===== config.mk =====
export PLATFORM = sky130hd
export DESIGN_NAME = sarcc_top
export DESIGN_NICKNAME = d
export VERILOG_FILES = /design/src/rtl/sarcc_pkg.sv /design/src/rtl/sarcc_top.sv /design/src/rtl/sarcc_clkgen.sv
export SDC_FILE = /design/constraint.sdc
export NUM_CORES = 1
export LEC_CHECK = 0
export BUFFER_PORTS_ARGS = -buffer_cell sky130_fd_sc_hd__clkbuf_2
export CORE_MARGIN = 5
export CORE_UTILIZATION = 61
export DETAILED_ROUTE_END_ITERATION = 8
export GPL_TIMING_DRIVEN = 0
export MAX_ROUTING_LAYER = met4
export PLACE_DENSITY = 0.9
export SLEW_MARGIN = 20
export SYNTH_ARGS = -nofsm -noshare
export SYNTH_HDL_FRONTEND = slang
export SYNTH_HIERARCHICAL = 1
export SYNTH_SLANG_ARGS = --single-unit
export TNS_END_PERCENT = 5

===== constraint.sdc =====
create_clock -name mclk -period 2.4 [get_ports mclk]
set_input_delay 0 -clock mclk [delete_from_list [all_inputs] [get_ports mclk]]
set_output_delay 0 -clock mclk [all_outputs]
set_load 0.01 [all_outputs]

===== src/rtl/sarcc_pkg.sv =====
// Package for the SAR converter control block: register map, field positions,
// reset values, cycle counts and shared types.
// Assumes one 20 MHz clock and a plain address/strobe register port.
package sarcc_pkg;

  localparam int unsigned ADDR_W = 8;
  localparam int unsigned DATA_W = 8;
  localparam int unsigned RES_W  = 10;

  // Register offsets
  localparam logic [7:0] CTRL0_OFFSET  = 8'hd6;
  localparam logic [7:0] CTRL1_OFFSET  = 8'hd7;
  localparam logic [7:0] RESLO_OFFSET  = 8'hd8;
  localparam logic [7:0] RESHI_OFFSET  = 8'hd9;
  localparam logic [7:0] STATUS_OFFSET = 8'hda;

  // Control zero fields
  localparam int unsigned C0_CH_LSB   = 0;
  localparam int unsigned C0_MODE     = 3;
  localparam int unsigned C0_GROUP_EN = 4;
  localparam int unsigned C0_RSVD     = 5;
  localparam int unsigned C0_START    = 6;
  localparam int unsigned C0_CKS_LOW  = 7;

  // Control one fields
  localparam int unsigned C1_RES_SEL  = 3;
  localparam int unsigned C1_CKS_HIGH = 4;
  localparam int unsigned C1_REF_CONN = 5;
  localparam int unsigned C1_SH_EN    = 6;

  localparam logic [7:0] CTRL0_RESET = 8'h00;
  localparam logic [7:0] CTRL1_RESET = 8'h00;
  localparam logic [7:0] CTRL0_WMASK = 8'hdf;
  localparam logic [7:0] CTRL1_WMASK = 8'h78;

  // Conversion lengths in converter-clock cycles
  localparam logic [5:0] CYC_8B_NOSH  = 6'd49;
  localparam logic [5:0] CYC_10B_NOSH = 6'd59;
  localparam logic [5:0] CYC_8B_SH    = 6'd28;
  localparam logic [5:0] CYC_10B_SH   = 6'd33;

  localparam logic [9:0] FULL_10B = 10'h3ff;
  localparam logic [9:0] FULL_8B  = 10'h0ff;

  localparam logic [2:0] CH_FIRST = 3'b100;

  typedef enum logic [1:0] {
    SARCC_CK_DIV4 = 2'b00,
    SARCC_CK_DIV2 = 2'b01,
    SARCC_CK_DIV1 = 2'b10,
    SARCC_CK_OSC  = 2'b11
  } sarcc_ck_t;

  typedef struct packed {
    logic       valid;
    logic [1:0] channel;
    logic [9:0] level;
    logic       over_ref;
  } sarcc_sample_t;

endpackage : sarcc_pkg


===== src/rtl/sarcc_top.sv =====
// SAR converter control: register file, converter clock choice and
// conversion sequencer that captures the front end's digitised level.
// Assumes the analog front end presents a 10-bit level and an over-reference
// flag on pins; these are synchronised here before use.
`timescale 1ns/10ps

module sarcc_top
  import sarcc_pkg::*;
#(
  parameter int unsigned SYNC_STAGES = 2
)
(
  input  wire logic              mclk,
  input  wire logic              rst,
  input  wire logic [ADDR_W-1:0] reg_addr,
  input  wire logic [DATA_W-1:0] reg_wdata,
  input  wire logic              reg_wr,
  input  wire logic              reg_rd,
  output logic      [DATA_W-1:0] reg_rdata,
  input  wire logic              osc_tick,
  input  wire logic [RES_W-1:0]  analog_level,
  input  wire logic              analog_over_ref,
  output logic      [3:0]        analog_input_sel,
  output logic                   reference_connect,
  output logic                   sample_hold_on,
  output logic                   converter_busy
);

  typedef enum logic [2:0] {
    ST_IDLE   = 3'b001,
    ST_CONV   = 3'b010,
    ST_FINISH = 3'b100
  } sarcc_state_t;

  // Register state
  logic [7:0]   ctrl0_q;
  logic [7:0]   ctrl0_d;
  logic [7:0]   ctrl1_q;
  logic [7:0]   ctrl1_d;
  logic [9:0]   result_q;
  logic [9:0]   result_d;
  logic         done_q;
  logic         done_d;
  logic [7:0]   rdata_q;
  logic [7:0]   rdata_d;

  // Sequencer state
  sarcc_state_t state_q;
  sarcc_state_t state_d;
  logic [5:0]   cnt_q;
  logic [5:0]   cnt_d;

  // Front end synchroniser and word hold
  localparam int unsigned FE_W = RES_W + 1;
  logic [FE_W-1:0] fe_sync_q [SYNC_STAGES];
  logic [FE_W-1:0] fe_sync_d [SYNC_STAGES];
  logic [FE_W-1:0] fe_prev_q;
  logic [FE_W-1:0] fe_prev_d;
  logic [FE_W-1:0] fe_hold_q;
  logic [FE_W-1:0] fe_hold_d;

  // Oscillator synchroniser and rising-edge detect
  logic [2:0]   osc_sync_q;
  logic [2:0]   osc_sync_d;
  logic         osc_rise;

  logic         conv_tick;
  logic         wr_ctrl0;
  logic         wr_ctrl1;
  logic         rd_status;
  logic [7:0]   status_word;
  logic         conv_end;
  logic         chan_ok;
  sarcc_ck_t    ck_sel;
  sarcc_sample_t smp;

  function automatic logic [5:0] conv_len(input logic ten_bit, input logic sh_on);
    if (sh_on) begin
      conv_len = ten_bit ? CYC_10B_SH : CYC_8B_SH;
    end else begin
      conv_len = ten_bit ? CYC_10B_NOSH : CYC_8B_NOSH;
    end
  endfunction : conv_len

  function automatic logic addr_hit(input logic [ADDR_W-1:0] addr, input logic [7:0] offset);
    addr_hit = (addr == offset);
  endfunction : addr_hit

  function automatic logic [3:0] chan_onehot(input logic [1:0] code);
    chan_onehot       = 4'h0;
    chan_onehot[code] = 1'b1;
  endfunction : chan_onehot

  // Level and flag pass the flop chain; each stage is read only by the next one
  always_comb begin
    fe_sync_d[0] = {analog_over_ref, analog_level};
    for (int unsigned k = 1; k < SYNC_STAGES; k++) begin
      fe_sync_d[k] = fe_sync_q[k-1];
    end
  end

  // A multi-bit word can be caught mid-change; keep it only after two equal samples
  always_comb begin
    fe_prev_d = fe_sync_q[SYNC_STAGES-1];
    fe_hold_d = fe_hold_q;
    if (fe_sync_q[SYNC_STAGES-1] == fe_prev_q) begin
      fe_hold_d = fe_prev_q;
    end
  end

  always_ff @(posedge mclk) begin
    if (rst) begin
      for (int unsigned k = 0; k < SYNC_STAGES; k++) begin
        fe_sync_q[k] <= '0;
      end
      fe_prev_q <= '0;
      fe_hold_q <= '0;
    end else begin
      fe_sync_q <= fe_sync_d;
      fe_prev_q <= fe_prev_d;
      fe_hold_q <= fe_hold_d;
    end
  end

  // Oscillator comes from its own domain; it must run at under half the mclk rate
  always_comb begin
    osc_sync_d = {osc_sync_q[1:0], osc_tick};
  end

  always_ff @(posedge mclk) begin
    if (rst) begin
      osc_sync_q <= 3'h0;
    end else begin
      osc_sync_q <= osc_sync_d;
    end
  end

  assign osc_rise = osc_sync_q[1] && !osc_sync_q[2];

  // Converter clock code: high bit from control one, low bit from control zero
  always_comb begin
    case ({ctrl1_q[C1_CKS_HIGH], ctrl0_q[C0_CKS_LOW]})
      2'b00:   ck_sel = SARCC_CK_DIV4;
      2'b01:   ck_sel = SARCC_CK_DIV2;
      2'b10:   ck_sel = SARCC_CK_DIV1;
      default: ck_sel = SARCC_CK_OSC;
    endcase
  end

  sarcc_clkgen u_clkgen (
    .mclk     (mclk),
    .rst      (rst),
    .sel      (ck_sel),
    .osc_tick (osc_rise),
    .tick     (conv_tick)
  );

  assign wr_ctrl0  = reg_wr && addr_hit(reg_addr, CTRL0_OFFSET);
  assign wr_ctrl1  = reg_wr && addr_hit(reg_addr, CTRL1_OFFSET);
  assign rd_status = reg_rd && addr_hit(reg_addr, STATUS_OFFSET);
  assign chan_ok  = ctrl0_q[C0_GROUP_EN] && ctrl0_q[C0_CH_LSB+2];

  // Channel drive to the analog mux
  always_comb begin
    analog_input_sel = 4'h0;
    if (chan_ok) begin
      analog_input_sel = chan_onehot(ctrl0_q[C0_CH_LSB +: 2]);
    end
  end

  assign reference_connect = ctrl1_q[C1_REF_CONN];
  assign sample_hold_on    = ctrl1_q[C1_SH_EN];
  assign converter_busy    = (state_q != ST_IDLE);

  // Conversion sequencer
  always_comb begin
    state_d  = state_q;
    cnt_d    = cnt_q;
    conv_end = 1'b0;
    case (state_q)
      ST_IDLE: begin
        if (ctrl0_q[C0_START] && chan_ok) begin
          state_d = ST_CONV;
          cnt_d   = conv_len(ctrl1_q[C1_RES_SEL], ctrl1_q[C1_SH_EN]);
        end
      end
      ST_CONV: begin
        if (!ctrl0_q[C0_START]) begin
          state_d = ST_IDLE;
        end else if (conv_tick) begin
          if (cnt_q == 6'd1) begin
            state_d = ST_FINISH;
          end else begin
            cnt_d = cnt_q - 6'd1;
          end
        end
      end
      ST_FINISH: begin
        conv_end = ctrl0_q[C0_START];
        state_d  = ST_IDLE;
      end
      default: begin
        state_d = ST_IDLE;
      end
    endcase
  end

  always_ff @(posedge mclk) begin
    if (rst) begin
      state_q <= ST_IDLE;
      cnt_q   <= 6'd0;
    end else begin
      state_q <= state_d;
      cnt_q   <= cnt_d;
    end
  end

  // Captured sample: end strobe, channel and the held front-end level and flag
  always_comb begin
    smp.valid    = conv_end;
    smp.channel  = ctrl0_q[C0_CH_LSB +: 2];
    smp.level    = fe_hold_q[RES_W-1:0];
    smp.over_ref = fe_hold_q[RES_W];
  end

  // Control zero; a software write beats the one-shot clear, so a restart written in that cycle is kept
  always_comb begin
    ctrl0_d = ctrl0_q;
    if (wr_ctrl0) begin
      ctrl0_d = reg_wdata & CTRL0_WMASK;
    end else if (smp.valid && !ctrl0_q[C0_MODE]) begin
      ctrl0_d[C0_START] = 1'b0;
    end
  end

  always_ff @(posedge mclk) begin
    if (rst) begin
      ctrl0_q <= CTRL0_RESET;
    end else begin
      ctrl0_q <= ctrl0_d;
    end
  end

  // Control one
  always_comb begin
    ctrl1_d = ctrl1_q;
    if (wr_ctrl1) begin
      ctrl1_d = reg_wdata & CTRL1_WMASK;
    end
  end

  always_ff @(posedge mclk) begin
    if (rst) begin
      ctrl1_q <= CTRL1_RESET;
    end else begin
      ctrl1_q <= ctrl1_d;
    end
  end

  // Result, saturated to the active width
  always_comb begin
    result_d = result_q;
    if (smp.valid) begin
      if (smp.over_ref) begin
        result_d = ctrl1_q[C1_RES_SEL] ? FULL_10B : FULL_8B;
      end else if (ctrl1_q[C1_RES_SEL]) begin
        result_d = smp.level;
      end else begin
        result_d = {2'b00, smp.level[9:2]};
      end
    end
  end

  always_ff @(posedge mclk) begin
    if (rst) begin
      result_q <= 10'h000;
    end else begin
      result_q <= result_d;
    end
  end

  // Done flag; a finishing conversion wins over a status read in the same cycle
  always_comb begin
    done_d = done_q;
    if (rd_status) begin
      done_d = 1'b0;
    end
    if (smp.valid) begin
      done_d = 1'b1;
    end
  end

  always_ff @(posedge mclk) begin
    if (rst) begin
      done_q <= 1'b0;
    end else begin
      done_q <= done_d;
    end
  end

  assign status_word = {6'h00, converter_busy, done_q};

  // Read data stand one cycle after the strobe and are zero otherwise
  always_comb begin
    rdata_d = 8'h00;
    if (reg_rd) begin
      case (reg_addr)
        CTRL0_OFFSET:  rdata_d = ctrl0_q;
        CTRL1_OFFSET:  rdata_d = ctrl1_q;
        RESLO_OFFSET:  rdata_d = result_q[7:0];
        RESHI_OFFSET:  rdata_d = {6'h00, result_q[9:8]};
        STATUS_OFFSET: rdata_d = status_word;
        default:       rdata_d = 8'h00;
      endcase
    end
  end

  always_ff @(posedge mclk) begin
    if (rst) begin
      rdata_q <= 8'h00;
    end else begin
      rdata_q <= rdata_d;
    end
  end

  assign reg_rdata = rdata_q;

endmodule : sarcc_top


===== src/rtl/sarcc_clkgen.sv =====
// Converter clock enable generator.
// Assumes the fast oscillator tick is already synchronous to mclk.
`timescale 1ns/10ps
module sarcc_clkgen
  import sarcc_pkg::*;
(
  input  wire logic      mclk,
  input  wire logic      rst,
  input  wire sarcc_ck_t sel,
  input  wire logic      osc_tick,
  output logic           tick
);

  logic [1:0] div_q;
  logic [1:0] div_d;

  always_comb begin
    div_d = div_q + 2'd1;
  end

  always_ff @(posedge mclk) begin
    if (rst) begin
      div_q <= 2'd0;
    end else begin
      div_q <= div_d;
    end
  end

  // One-cycle enable at the chosen rate
  always_comb begin
    case (sel)
      SARCC_CK_DIV4: tick = (div_q == 2'd3);
      SARCC_CK_DIV2: tick = div_q[0];
      SARCC_CK_DIV1: tick = 1'b1;
      SARCC_CK_OSC:  tick = osc_tick;
      default:       tick = 1'b0;
    endcase
  end

endmodule : sarcc_clkgen


After elaboration in Yosys (flattened, before gate mapping)

Index checks and enable logic that the tools add are counted.

Register bits: 88
Output and inout port bits: 15
Logic and storage cells: 87

Add/subtract/negate cells: 2
Order comparisons: 2
Equality and inequality tests: 23
Muxes and demuxes: 27
Bitwise operators: 1
Reductions and logical operators: 18

Operators by type and width:

| cell                  | number |
|---|---|
| $eq A8 B8 Y1 const B  | 5 |
| $pmux W8 S5           | 1 |
| $mux W6               | 6 |
| $mux W10              | 3 |
| $mux W3               | 4 |
| $pmux W6 S2           | 1 |
| $eq A11 B11 Y1        | 1 |
| $eq A2 B2 Y1 const B  | 4 |
| $logic_and A1 B1 Y1   | 8 |
| $mux W4               | 2 |
| $ne A2 B2 Y1 const B  | 4 |
| $eq A6 B1 Y1 const B  | 1 |
| $mux W1               | 6 |
| $ne A3 B3 Y1 const B  | 2 |
| $pmux W2 S3           | 1 |
| $pmux W3 S2           | 1 |
| $reduce_bool A2 Y1    | 3 |
| $sub A6 B1 Y6 const B | 1 |
| $reduce_and A5 Y1     | 1 |
| $eq A2 B1 Y1 const B  | 2 |
| $logic_not A2 Y1      | 2 |
| $pmux W1 S4           | 1 |
| $eq A3 B1 Y1 const B  | 1 |
| $eq A3 B2 Y1 const B  | 1 |
| other kinds (10)      | 11 |

Logic depth before layout (Yosys ltp)

Depth after elaboration: 7
Gate-level depth with buffers: 6
Mapped depth without buffers: 6

Hierarchy

Netlist, hierarchy kept.

Modules (own cells, without submodules):

| module       | times used | cells each | area an instance (um^2) | sequential area each (um^2) |
|---|---|---|---|---|
| sarcc_top    | 1          | 376        | 3,606.0                 | 1,721.7 |
| sarcc_clkgen | 1          | 8          | 86.3                    | 40.0 |

Worst setup path after synthesis

OpenSTA, ideal clock, no wires.

Path type: reg-to-reg
Start: reg ctrl0_q[7]
End: reg cnt_q[2]
Library setup time: 0.133 ns
Data arrival time: 1.437 ns
Required time: 2.267 ns
Slack: 0.830 ns
Stages on the path, launching flop included: 7
Buffers on the path: 1
Clock period less this slack: 1.570 ns
Path through: dfxtp_1 -> clkbuf_1 -> mux2_1 -> o22a_1 -> o311a_2 -> o21ai_2 -> o32ai_2

Cells in the longest elaborated chain, start to end: 6
Elaborated cells on any way between the ends: 11
Classes of those cells: eq/ne (6); mux (2); reduce/logical (3)

RTL lines:

| item                                       | RTL line           | RTL |
|---|---|---|
| start, declared                            | sarcc_top.sv:36    | `logic [7:0] ctrl0_q;` |
| start signal, assigned                     | sarcc_top.sv:240   | `ctrl0_q <= ctrl0_d;` |
| $eq A2 B2 Y1, or another cell as far along | sarcc_top.sv:142   | `case ({ctrl1_q[C1_CKS_HIGH], ctrl0_q[C0_CKS_LOW]})` |
| $pmux W2 S3 (*)                            | sarcc_top.sv:142   |  |
| via ck_sel[0]                              | sarcc_top.sv:74    | `sarcc_ck_t ck_sel;` |
| $eq A2 B2 Y1, or another cell as far along | sarcc_clkgen.sv:31 | `case (sel)` |
| $pmux W1 S4 (*)                            | sarcc_clkgen.sv:31 |  |
| via conv_tick                              | sarcc_top.sv:67    | `logic conv_tick;` |
| $ne A2 B2 Y1 (no source line) (*)          | -                  |  |
| $reduce_and A5 Y1 (no source line) (*)     | -                  |  |
| end signal, assigned                       | sarcc_top.sv:214   | `cnt_q <= cnt_d;` |
| end, declared                              | sarcc_top.sv:50    | `logic [5:0] cnt_q;` |

Mark *: on every way through the listed nets, which the timed path passes. The rest lies on a longest branch.
A chain may end at the register's enable or synchronous reset.

Final worst setup path

Start: reg state_q[0]
End: reg rdata_q[1] (netlist: reg_rdata[1])

Cells in the longest elaborated chain, start to end: 2

RTL lines:

| item                   | RTL line         | RTL |
|---|---|---|
| start, declared        | sarcc_top.sv:48  | `sarcc_state_t state_q;` |
| start signal, assigned | sarcc_top.sv:213 | `state_q <= state_d;` |
| $ne A3 B1 Y1           | sarcc_top.sv:173 | `assign converter_busy = (state_q != ST_IDLE);` |
| $pmux W8 S5            | sarcc_top.sv:307 | `case (reg_addr)` |
| end signal, assigned   | sarcc_top.sv:322 | `rdata_q <= rdata_d;` |
| end, declared          | sarcc_top.sv:44  | `logic [7:0] rdata_q;` |

Every way passes these cells.

==> impl_metrics.ini <==
[status]
result_of_the_run = finished, final reports clean

[power_and_ir_drop]
power.internal_uw = 1990
power_frac_clock_pct = 37.6
p_switching_uw = 694
power.share.switching_pct = 25.8
power.leakage_uw = 0.00177
comb_power_share_pct = 6.4
total_power_uw = 2690
sequentialPowerShare_pct = 56.0
pd_cells_mw_per_mm2 = 604
worst_ir_drop_vdd_mv = 0.519

[sta]
timing_worst_slew_pin_value_ns = 0.636
slew_headroom_pct = 57.6
final_period_minus_worst_setup_slack_ns = 1.94
rsz_0062_raised_after_global_routing = false
finalCritPeriodShare_pct = 80.7
hold_slack_ns = 0.0400
max_freq_mhz = 516
total_negative_slack_ns = 0
finalSetupViolations = 0
maxSlewViolCount = 0
fin_hold_viols = 0
clock_skews_ns = 0.0109

[logic_synthesis]
synth_top_area_share_pct = 47.7
synth_edf_count = 0
avgSynthCellArea_sq_um = 9.62
postSynthNetCount = 423
synthDominantAreaCellType = dfxtp_1
synth.ff_latch_count = 88
synthesis.instances = 384
synth_sequential_area_ratio_pct = 47.7
ys_types = 54
synth.area.top_cells = dfxtp_1 (48%), nor2b_1 (7.1%), mux2i_1 (6.2%)
synthArstFlopShare_pct = 0
dominantRegCellSynth = dfxtp_1
syn-cell-area_sq_mm = 0.00369
yosysWarningCount = 6

[critical_path]
worst_r2r_startpoint = state_q[0]
critPathRequiredTime_ns = 2.66
setup.worst_path.end = reg_rdata[1]
worst-r2r-setup-slack_ns = 0.46
timing.critical_path.from = state_q[0]
crit_type = reg2reg
worstPathArrival_ns = 2.20
crit_path_end_kind = register
critical_path.startpoint_type = register
timing.critical_path.fanout_max = 6
worstRegToRegCells = 5
timing.rr.end = reg_rdata[1]

[layout]
multi_input_area_sq_mm = 0.00182
final_common_cell = dfxtp_1
number_of_nets_in_the_finished_design = 503
final_layout_size_suffix_gt1_share_pct = 17.7
sequential_cell_area_sq_mm = 0.00176
layout.cells.most_common_list = dfxtp_1 (88), clkbuf_2 (45), nor2b_1 (42), nor2_1 (35), nand2_1 (32)
antenna_cells = 0
stdcell_count = 544
filler_cell_count = 398
synthToLayoutAreaGrowth_pct = 20.5

[job]
max_capacitance_violation_count = 0

[detailed_routing]
drt.antenna.violating_nets = 0
wl_per_cell_um = 15.2
drt-initial-drc-count = 263
routed_via_density = 5.54
drt-pass1-iter-count = 4
route.detailed.drc = 0
via_count = 3015
drt-total-wl_mm = 8.25

[grt]
grt_util_all_layers_pct = 23.8
vias_in_the_first_global_route = 3125
global_route_wire_length_before_repair_mm = 13.8
initial_antenna_violation_count = 0
maximum_number_of_pins_on_one_net_before_global_route_repair = 19
grt_overflow_total = 0

[clocking]
post_cts_resized = 0
insertion_delay_ns = 0.37
cts_num_sinks = 88
clock_transition_at_path_regs_ns = 0.10
ctsHtreeMaxLevel = 3
cts_root_buffer = clkbuf_8
clockBufferDepth = 2
cts_tree = yes
cts_inserted_buffers = 9

[worst_hold_path]
hp-class = in2reg

[floorplanning]
initial_core_util_pct = 62.4
top_level_ports = 47
floorplan.die.height_um = 87.8
rows = 28
placeableCoreArea_sq_mm = 0.00592
die_area_sq_mm = 0.00771
die_w_um = 87.8

[place]
post-dp-hpwl_mm = 5.62
numPlacedInstances = 504
gp_routability_congestion = 0.904
place.port_buffers = 45
registers in the layout, summed over array words and instances, names as in the netlist:
signal / flops
state_q: 3
osc_sync_q: 3
fe_prev_q: 11
cnt_q: 6
done_q: 1
fe_hold_q: 11
ctrl1_q: 4
fe_sync_d: 11
reg_rdata: 8
ctrl0_q: 7
result_q: 10
u_clkgen/div_q: 2
fe_prev_d: 11
power by group through the flow:
| stage | Clock (uW) | Sequential (uW) | Combinational (uW) |
|---|---|---|---|
| CTS | 1020 | 1500 | 170 |
| detailed placement | 0 | 1540 | 140 |
| global placement | 0 | 1530 | 133 |
| global route | 1090 | 1510 | 188 |
| floorplan | 0 | 1530 | 89.4 |
| finish | 1010 | 1500 | 172 |
worst min path at each step:
stage	from	endpoint	slack, ns	cells after the start
final	reg_addr[1]	reg_rdata[0]	0.04	3
after global routing	reg_addr[1]	reg_rdata[0]	0.03	3
after CTS	reg_addr[1]	reg_rdata[0]	0.01	3
after detailed placement	analog_level[5]	fe_sync_d[5]	0.21	2
after global placement	analog_level[0]	fe_sync_d[0]	0.21	2
after floorplan	rst	u_clkgen/div_q[0]	0.07	1
per-layer routing:
layer | wire length, um | vias to the layer above | track usage, % | part of all wire, %
met3 | 499 | 35 | 4.99 | 6.1
met4 | 376 | 0 | 14.5 | 4.6
met1 | 3330 | 1375 | 24.9 | 40
met5 | 0 | - | - | 0
li1 | - | 1499 | - | -
met2 | 4040 | 106 | 40.7 | 49
synth_stat cells, drive strengths merged (7+ instances only):
cell type	n
dfxtp	88
nor2b	42
nor2	35
nand2	32
mux2i	23
o21ai	18
clkbuf	17
and2	12
xnor2	11
a21oi	10
a2111oi	9
ha	7
inv	7
final cells by class:
| class | instances | share of cell area [%] |
|---|---|---|
| clock buffer | 9 | 2.78 |
| tap | 75 | 2.11 |
| clock inverter | 7 | 1.63 |
| sequential | 88 | 39.6 |
| timing repair buffer | 69 | 10.5 |
| buffer | 20 | 1.77 |
| inverter | 9 | 0.759 |
| multi-input combinational | 267 | 40.9 |
per-stage QoR:
step	area, sq um	setup slack (ns)	util [%]
finish	4450	0.462	75.1
global route	4450	0.431	75.1
CTS	4450	0.532	75.1
detailed placement	4010	0.568	67.8
global placement	4010	0.613	67.8
floorplan	3690	0.830	-
cells by family (layout without fill, tap and decap cells):
family | count (synthesis) | after routing | share of synthesized area [%]
adder cells (fa/ha/maj) | 7 | 7 | 2.37
buffers and inverters | 29 | 114 | 3.05
flip-flops | 88 | 88 | 47.7
AO/OA/AOI/OAI | 64 | 64 | 13.0
XOR/XNOR | 11 | 11 | 2.61
multiplexers | 27 | 27 | 7.45
AND/OR/NAND/NOR | 158 | 158 | 23.8
critical path, stage by stage, from the launching register on:
cell	delay (ns)
dfxtp_1	0.43
nor3b_4	0.43
nor3_1	0.10
o21ai_0	0.20
a21oi_1	0.10
dlygate4sd3_1	0.57
repair_timing:
action | CTS | global route
buffers inserted | 0 | 0
endpoints found under the hold margin | 33 | 0
hold buffers | 24 | 0
No activity file was read; power rests on OpenSTA's default activity.
